$ cat src/hw/exio_defs.vh
// register map, field positions and reset values of the extended i/o port
`ifndef EXIO_DEFS_VH
`define EXIO_DEFS_VH

// apb byte addresses
`define EXIO_A_DIR      8'h00
`define EXIO_A_CMD      8'h04
`define EXIO_A_MAIN     8'h08
`define EXIO_A_FLD_A    8'h0C
`define EXIO_A_FLD_B    8'h10
`define EXIO_A_FLD_C    8'h14
`define EXIO_A_FLD_D    8'h18
`define EXIO_A_GRP_GO   8'h1C
`define EXIO_A_SAVE     8'h20
`define EXIO_A_GRP_SEL  8'h24
`define EXIO_A_GRP_LVL  8'h28
`define EXIO_A_PT_SEL   8'h2C
`define EXIO_A_STATUS   8'h30

// point command register fields
`define EXIO_CMD_PT_LSB   0
`define EXIO_CMD_KIND_LSB 8
`define EXIO_CMD_VAL_BIT  16

// point command kinds
`define EXIO_KIND_SET   2'h0
`define EXIO_KIND_CLR   2'h1
`define EXIO_KIND_COND  2'h2

// status register bits
`define EXIO_ST_NV_VALID 0
`define EXIO_ST_CMD_ERR  1

// point numbering
`define EXIO_PT_MAIN_LO 8'h01
`define EXIO_PT_MAIN_HI 8'h08
`define EXIO_PT_EXT_LO  8'h11
`define EXIO_PT_EXT_HI  8'h50

// group numbering for group reads
`define EXIO_GRP_MAIN   4'h0
`define EXIO_GRP_EXT_LO 4'h2
`define EXIO_GRP_EXT_HI 4'h9

// reset values
`define EXIO_DIR_RST    8'h00
`define EXIO_OUT_RST    64'h0000000000000000
`define EXIO_MAIN_RST   8'h00

`endif

$ cat src/hw/exio_port.v
// extended 64-point i/o port with apb register access
//
// How it works
// - 64 points 17-80, eight groups, shared direction
// - mask bit one makes group outputs
// - mask bit 0 is group 2, ascending
// - save stores mask and outputs; default inputs
// - set and clear single output points 1-8, 17-80
// - single point driven from conditional value
// - group write: 8-bit main, four 16-bit fields
// - group write ignores bits of input groups
// - supplied fields replace fully, omitted untouched
// - group read of group 0 or 2-9
// - point query; 17 is group 2 bit 0
// - query returns one high, zero low
//
// The implementer's own choices: the APB register port and the placing of the registers.
`timescale 1ns/10ps
`include "exio_defs.vh"

module exio_port (
  input  wire        pclk,
  input  wire        presetn,
  input  wire        por_n,
  input  wire        psel,
  input  wire        penable,
  input  wire        pwrite,
  input  wire [7:0]  paddr,
  input  wire [31:0] pwdata,
  output reg  [31:0] prdata,
  output wire        pready,
  output reg         pslverr,
  input  wire [7:0]  main_in,
  output wire [7:0]  main_out,
  input  wire [63:0] ext_in,
  output wire [63:0] ext_out,
  output wire [63:0] ext_oe
);

  reg  [7:0]  dir_q;
  reg  [7:0]  main_q;
  reg  [63:0] out_q;
  reg  [7:0]  main_d;
  reg  [63:0] out_d;
  reg  [7:0]  fld_m_q;
  reg  [63:0] fld_ext_q;
  reg  [3:0]  grp_sel_q;
  reg  [7:0]  pt_sel_q;
  reg         cmd_err_q;
  reg         cmd_err_d;
  reg         load_pend_q;
  reg         rd_stale_q;
  integer     int_i;
  reg  [31:0] rd_d;
  reg         map_hit;
  reg  [7:0]  grp_lvl;
  reg         bit_val;
  reg         pt_lvl;

  wire        setup_ph;
  wire        wr_acc;
  wire        wr_dir;
  wire        wr_cmd;
  wire        wr_go;
  wire        wr_save;
  wire        wr_stat;
  wire [7:0]  cmd_pt;
  wire [1:0]  cmd_kind;
  wire        cmd_val;
  wire        c_main;
  wire        c_ext;
  wire [2:0]  c_main_idx;
  wire [5:0]  c_ext_idx;
  wire        q_main;
  wire        q_ext;
  wire [2:0]  q_main_idx;
  wire [5:0]  q_ext_idx;
  wire [7:0]  grp_apply;
  wire        nv_valid;
  wire [7:0]  nv_dir;
  wire [7:0]  nv_main;
  wire [63:0] nv_out;
  wire [2:0]  ext_grp_idx;

  // bus held off for the image-load cycle after reset, and once more
  // when a setup landed in it, so read data shows the loaded image
  assign pready   = ~load_pend_q & ~rd_stale_q;
  assign setup_ph = psel & ~penable;
  assign wr_acc   = psel & penable & pwrite & pready;
  assign wr_dir   = wr_acc && (paddr == `EXIO_A_DIR);
  assign wr_cmd   = wr_acc && (paddr == `EXIO_A_CMD);
  assign wr_go    = wr_acc && (paddr == `EXIO_A_GRP_GO);
  assign wr_save  = wr_acc && (paddr == `EXIO_A_SAVE) && pwdata[0];
  assign wr_stat  = wr_acc && (paddr == `EXIO_A_STATUS);

  // point command word: point, kind, conditional value
  assign cmd_pt   = pwdata[`EXIO_CMD_PT_LSB +: 8];
  assign cmd_kind = pwdata[`EXIO_CMD_KIND_LSB +: 2];
  assign cmd_val  = pwdata[`EXIO_CMD_VAL_BIT];

  exio_point_dec u_cmd_dec (
    .point    (cmd_pt),
    .is_main  (c_main),
    .is_ext   (c_ext),
    .main_idx (c_main_idx),
    .ext_idx  (c_ext_idx)
  );

  exio_point_dec u_qry_dec (
    .point    (pt_sel_q),
    .is_main  (q_main),
    .is_ext   (q_ext),
    .main_idx (q_main_idx),
    .ext_idx  (q_ext_idx)
  );

  exio_nv_store u_nv (
    .pclk    (pclk),
    .por_n   (por_n),
    .save    (wr_save),
    .dir_in  (dir_q),
    .main_in (main_q),
    .out_in  (out_q),
    .valid_q (nv_valid),
    .dir_q   (nv_dir),
    .main_q  (nv_main),
    .out_q   (nv_out)
  );

  // per group: direction drives enables, group write gated by mask
  genvar g;
  generate
    for (g = 0; g < 8; g = g + 1)
    begin : g_grp
      assign ext_oe[g*8 +: 8] = {8{dir_q[g]}};
      assign grp_apply[g]     = wr_go & pwdata[1 + g/2] & dir_q[g];
    end
  endgenerate

  // input groups keep their stored state, only the enable drops
  assign ext_out     = out_q;
  assign main_out    = main_q;
  assign ext_grp_idx = c_ext_idx[5:3];

  // next output state from group writes and point commands
  always @*
  begin
    main_d    = main_q;
    out_d     = out_q;
    cmd_err_d = cmd_err_q;
    bit_val   = 1'b0;
    case (cmd_kind)
      `EXIO_KIND_SET:  bit_val = 1'b1;
      `EXIO_KIND_CLR:  bit_val = 1'b0;
      `EXIO_KIND_COND: bit_val = cmd_val;
      default:         bit_val = 1'b0;
    endcase
    if (wr_stat && pwdata[`EXIO_ST_CMD_ERR])
      cmd_err_d = 1'b0;
    if (wr_go && pwdata[0])
      main_d = fld_m_q;
    for (int_i = 0; int_i < 8; int_i = int_i + 1)
    begin
      if (grp_apply[int_i])
        out_d[int_i*8 +: 8] = fld_ext_q[int_i*8 +: 8];
    end
    // kind 3, unknown points and input-group points only flag an error
    if (wr_cmd)
    begin
      if (cmd_kind == 2'h3)
        cmd_err_d = 1'b1;
      else if (c_main)
        main_d[c_main_idx] = bit_val;
      else if (c_ext && dir_q[ext_grp_idx])
        out_d[c_ext_idx] = bit_val;
      else
        cmd_err_d = 1'b1;
    end
  end

  // output, direction and staging state
  always @(posedge pclk or negedge presetn)
  begin
    if (!presetn)
    begin
      dir_q       <= `EXIO_DIR_RST;
      main_q      <= `EXIO_MAIN_RST;
      out_q       <= `EXIO_OUT_RST;
      fld_m_q     <= 8'h00;
      fld_ext_q   <= 64'h0000000000000000;
      grp_sel_q   <= 4'h0;
      pt_sel_q    <= 8'h00;
      cmd_err_q   <= 1'b0;
      load_pend_q <= 1'b1;
    end
    else if (load_pend_q)
    begin
      // image is all zero when nothing was ever saved
      dir_q       <= nv_dir;
      main_q      <= nv_main;
      out_q       <= nv_out;
      load_pend_q <= 1'b0;
    end
    else
    begin
      main_q    <= main_d;
      out_q     <= out_d;
      cmd_err_q <= cmd_err_d;
      if (wr_dir)
        dir_q <= pwdata[7:0];
      if (wr_acc && (paddr == `EXIO_A_MAIN))
        fld_m_q <= pwdata[7:0];
      if (wr_acc && (paddr == `EXIO_A_FLD_A))
        fld_ext_q[15:0] <= pwdata[15:0];
      if (wr_acc && (paddr == `EXIO_A_FLD_B))
        fld_ext_q[31:16] <= pwdata[15:0];
      if (wr_acc && (paddr == `EXIO_A_FLD_C))
        fld_ext_q[47:32] <= pwdata[15:0];
      if (wr_acc && (paddr == `EXIO_A_FLD_D))
        fld_ext_q[63:48] <= pwdata[15:0];
      if (wr_acc && (paddr == `EXIO_A_GRP_SEL))
        grp_sel_q <= pwdata[3:0];
      if (wr_acc && (paddr == `EXIO_A_PT_SEL))
        pt_sel_q <= pwdata[7:0];
    end
  end

  // level of the selected group, pin levels
  always @*
  begin
    grp_lvl = 8'h00;
    case (grp_sel_q)
      `EXIO_GRP_MAIN: grp_lvl = main_in;
      4'h2:           grp_lvl = ext_in[7:0];
      4'h3:           grp_lvl = ext_in[15:8];
      4'h4:           grp_lvl = ext_in[23:16];
      4'h5:           grp_lvl = ext_in[31:24];
      4'h6:           grp_lvl = ext_in[39:32];
      4'h7:           grp_lvl = ext_in[47:40];
      4'h8:           grp_lvl = ext_in[55:48];
      4'h9:           grp_lvl = ext_in[63:56];
      default:        grp_lvl = 8'h00;
    endcase
  end

  // level of the selected single point
  always @*
  begin
    pt_lvl = 1'b0;
    if (q_main)
      pt_lvl = main_in[q_main_idx];
    else if (q_ext)
      pt_lvl = ext_in[q_ext_idx];
  end

  // read mux, latched in the setup cycle
  always @*
  begin
    rd_d    = 32'h00000000;
    map_hit = 1'b1;
    case (paddr)
      `EXIO_A_DIR:     rd_d = {24'h000000, dir_q};
      `EXIO_A_CMD:     rd_d = 32'h00000000;
      `EXIO_A_MAIN:    rd_d = {24'h000000, main_q};
      `EXIO_A_FLD_A:   rd_d = {16'h0000, out_q[15:0]};
      `EXIO_A_FLD_B:   rd_d = {16'h0000, out_q[31:16]};
      `EXIO_A_FLD_C:   rd_d = {16'h0000, out_q[47:32]};
      `EXIO_A_FLD_D:   rd_d = {16'h0000, out_q[63:48]};
      `EXIO_A_GRP_GO:  rd_d = 32'h00000000;
      `EXIO_A_SAVE:    rd_d = 32'h00000000;
      `EXIO_A_GRP_SEL: rd_d = {28'h0000000, grp_sel_q};
      `EXIO_A_GRP_LVL: rd_d = {24'h000000, grp_lvl};
      `EXIO_A_PT_SEL:  rd_d = {15'h0000, pt_lvl, 8'h00, pt_sel_q};
      `EXIO_A_STATUS:  rd_d = {30'h00000000, cmd_err_q, nv_valid};
      default:
      begin
        rd_d    = 32'h00000000;
        map_hit = 1'b0;
      end
    endcase
  end

  // a setup seen in the image-load cycle read pre-load state; sample again
  always @(posedge pclk or negedge presetn)
  begin
    if (!presetn)
    begin
      prdata     <= 32'h00000000;
      pslverr    <= 1'b0;
      rd_stale_q <= 1'b0;
    end
    else
    begin
      rd_stale_q <= setup_ph & load_pend_q;
      if (setup_ph | rd_stale_q)
      begin
        prdata  <= pwrite ? 32'h00000000 : rd_d;
        pslverr <= ~map_hit;
      end
    end
  end

endmodule // exio_port

$ cat src/hw/exio_point_dec.v
// decodes a point number into main or extended bit index
`timescale 1ns/10ps
`include "exio_defs.vh"

module exio_point_dec (
  input  wire [7:0] point,
  output wire       is_main,
  output wire       is_ext,
  output wire [2:0] main_idx,
  output wire [5:0] ext_idx
);

  wire [7:0] main_off;
  wire [7:0] ext_off;

  assign main_off = point - `EXIO_PT_MAIN_LO;
  assign ext_off  = point - `EXIO_PT_EXT_LO;
  assign is_main  = (point >= `EXIO_PT_MAIN_LO) && (point <= `EXIO_PT_MAIN_HI);
  assign is_ext   = (point >= `EXIO_PT_EXT_LO) && (point <= `EXIO_PT_EXT_HI);
  assign main_idx = main_off[2:0];
  // point 17 lands on bit 0 of group 2
  assign ext_idx  = ext_off[5:0];

endmodule // exio_point_dec

$ cat src/hw/exio_nv_store.v
// nonvolatile image of direction mask and output states
`timescale 1ns/10ps
`include "exio_defs.vh"

module exio_nv_store (
  input  wire        pclk,
  input  wire        por_n,
  input  wire        save,
  input  wire [7:0]  dir_in,
  input  wire [7:0]  main_in,
  input  wire [63:0] out_in,
  output reg         valid_q,
  output reg  [7:0]  dir_q,
  output reg  [7:0]  main_q,
  output reg  [63:0] out_q
);

  // only power-on clears the image; the bus reset leaves it alone
  always @(posedge pclk or negedge por_n)
  begin
    if (!por_n)
    begin
      valid_q <= 1'b0;
      dir_q   <= `EXIO_DIR_RST;
      main_q  <= `EXIO_MAIN_RST;
      out_q   <= `EXIO_OUT_RST;
    end
    else if (save)
    begin
      valid_q <= 1'b1;
      dir_q   <= dir_in;
      main_q  <= main_in;
      out_q   <= out_in;
    end
  end

endmodule // exio_nv_store

$ cat config.mk
export PLATFORM = sky130hd
export DESIGN_NAME = exio_port
export DESIGN_NICKNAME = d
export VERILOG_FILES = /design/src/hw/exio_port.v /design/src/hw/exio_point_dec.v /design/src/hw/exio_nv_store.v
export VERILOG_INCLUDE_DIRS = /design/src /design/src/hw
export SDC_FILE = /design/constraint.sdc
export NUM_CORES = 1
export LEC_CHECK = 0
export BUFFER_PORTS_ARGS = -buffer_cell sky130_fd_sc_hd__clkbuf_2
export CAP_MARGIN = 20
export CORE_MARGIN = 3
export CORE_UTILIZATION = 57
export DETAILED_ROUTE_END_ITERATION = 7
export PLACE_DENSITY = 0.82
export SYNTH_ARGS = -nofsm -noshare
export SYNTH_HDL_FRONTEND = slang
export SYNTH_SLANG_ARGS = --single-unit
$ cat constraint.sdc
create_clock -name pclk -period 3.7 [get_ports pclk]
set_clock_uncertainty 0.1 [all_clocks]
set_input_delay 0.74 -clock pclk [delete_from_list [all_inputs] [get_ports pclk]]
set_output_delay 0.74 -clock pclk [all_outputs]
set_load 0.02 [all_outputs]
==> results.toml <==
[cells_and_area]
final_cells = 2042
fill_cells = 2010
final_util_pct = 66.7
fin_nets = 1809
diodes = 0
drive_above_1_share_pct = 32.3
layout_common_cells = "dfrtp_1 (265), clkbuf_2 (255), nand2_1 (157)"
final_common_cell = "dfrtp_1"
syn2layout_area_growth_pct = 14.6

[timing]
worstMarginPinSlew_ns = 1.16
fmax_mhz = 317
hold_ws_ns = 0.0873
final-setup-viol-count = 0
min_period_over_period_pct = 85.3
slew_headroom_pct = 22.8
finalHoldViolations = 0
finalCriticalPeriod_ns = 3.16
slew_viol_final = 0
rsz0062_at_grt = "no"
tns_ns = 0

[logic_synthesis]
synth.avg_cell_area_um2 = 10.2
yosysSeqAreaShare_pct = 43.8
synthCells = 1495
ys_ff_latch = 266
ys.flop_type = "dfrtp_1"
synthArstFlopShare_pct = 100
ys_types = 74
synth_edf_count = 0
syn_area_um2 = 15200
synth_warnings = 0

[drt]
routed_wl_um = 51000
drtIter0Drc = 1643
via_per_inst = 6.52
final_antenna_net_count = 0
drtPass1Iterations = 6
post_drt_wl_per_cell_um = 25.0
drc = 0
vias = 13300

[clock_tree]
cts_resized = 0
cts_sinks = 266
postCtsSetupRepairBufs = 0
cts.clk_slew.worst_paths_ns = 0.07
root_buffer = "clkbuf_16"
clockBufferDepth = 3
cts_made_buffers = 28
h-tree-depth = 1
cts_tree = "yes"
cts_hold_buf = 0
clkLatencyLatePin_ns = 0.57

[setup_path]
crit_arrival_ns = 3.51
crit_path_max_incr_delay_ns = 0.67
reg2reg_depth = 9
crit_fanout = 12
crit_slowest_cell = "xnor2_2"
start_kind = "flop"
cp-end-kind = "flop"
crit_required_ns = 4.05
path_cells = "inv_1 -> ha_1 -> xnor2_2 -> nor2b_1 -> a2111oi_0 -> nor4_1 -> nor3_1 -> o22ai_1 -> a31o_1"
worstSetupPathType = "reg -> reg"

[placed_design]
dp_hpwl_um = 36100
numPortBuffers = 257
gp_congestion = 0.971
placed_cells = 1991

[grt]
grt_max_degree = 108
grt_pass1_wl_um = 77200
grt_pass1_vias = 13000
antenna_found_initial = 0
grt_use_total_pct = 34.7
overflow = 0

[pwr]
power_leakage_nw = 7.78
pwr_density_cell_nw_per_um2 = 363
ir_drop_v = 0.000318

[die]
io_pins = 288
start_util_pct = 58.2
die_w_um = 169
die_area_um2 = 28700
rows = 59
core-area_um2 = 26100
dieHeight_um = 169

[flow_run]
maxCapViolations = 0

[worst_hold_path]
min-delay-path-class = "in -> async"

[run_status]
status = "complete, no violations"
-- power by group --
group | switching [mW] | internal [mW]
combinational | 0.340 | 0.161
sequential | 0.0233 | 2.93
clock | 1.22 | 1.66
total | 1.58 | 4.75
-- metrics by stage --
stage | area, µm² | total power [mW] | setup slack [ns]
after CTS | 17400 | 6.33 | 0.615
after global placement | 16500 | 3.49 | 0.275
after detailed placement | 16500 | 3.49 | 0.228
final | 17400 | 6.33 | 0.543
after global routing | 17400 | 6.50 | 0.386
after floorplan | 15300 | 3.25 | 0.456
-- sequential cells by signal (all words and copies together) (netlist names), 4 cells and up --
name	count
grp_sel_q	4
dir_q	8
prdata	17
pt_sel_q	8
main_out	8
ext_out	64
u_nv.dir_q	8
u_nv.out_q	64
fld_ext_q	64
u_nv.main_q	8
fld_m_q	8
-- per-layer routing --
layer  vias to the layer above  share of wire, %  GRT usage [%]
li1                       5762                 -              -
met1                      6466                39           47.2
met2                       908                45           54.8
met3                       177                11           7.13
met4                         0               4.9           14.6
met5                         -                 0              0
-- Yosys cell counts, drive strengths merged (7+ instances only) --
library cell / instances / area share, %
nor3: 13 / 0.49
nor2b: 12 / 0.49
nand2: 160 / 4.0
mux4: 17 / 2.5
dfrtp: 265 / 44
nand3b: 8 / 0.39
clkbuf: 61 / 1.5
nor2: 58 / 1.6
and2: 9 / 0.37
a221oi: 72 / 4.1
nand3: 35 / 1.8
o21ai: 153 / 5.0
a22o: 10 / 0.58
mux2: 155 / 11
a211oi: 65 / 3.2
a22oi: 18 / 0.89
a21oi: 29 / 0.95
nand2b: 15 / 0.62
xnor2: 7 / 0.50
mux2i: 53 / 3.5
inv: 70 / 1.7
and3: 13 / 0.53
buf: 116 / 5.2
-- cell families after synthesis --
logic type      synth area share, %
buf+inv                        8.52
fa+ha+maj                     0.411
mux                            17.5
xor+xnor                      0.559
simple gates                   12.1
compound gates                 17.1
flops                          43.8
other cells                  0.0247
-- cell type report --
cell class                 count  area, µm²  share of cell area (%)
clock inverter                13        150                   0.861
sequential                   266       6660                    38.2
multi-input combinational    995       7320                    42.0
tap                          335        419                    2.40
timing repair buffer         323       1820                    10.4
inverter                      72        270                    1.55
clock buffer                  38        798                    4.58
-- path summary, 6_finish.rpt --
path                                   start       endpoint  slack (ns)
max in group asynchronous              por_n  u_nv.out_q[4]        2.49
worst max-delay path             pt_sel_q[1]     prdata[16]        0.54
worst min register to register  u_nv.valid_q   u_nv.valid_q        0.37
worst max register to register   pt_sel_q[1]     prdata[16]        0.54
min in group pclk                       psel     rd_stale_q        0.36
worst min-delay path                 presetn     prdata[11]        0.09
-- worst max-delay path: cells and delay by family, from the launching register on --
family                     cells  cell delay [ns]
AOI/OAI and AO/OA              3             0.96
xor gates and xnor gates       1             0.67
and+or+nand+nor                3             0.41
adders and majority gates      1             0.28
buffers and inverters          1             0.12
DFF                            1             0.52
Power figures use the tool's default switching activity.
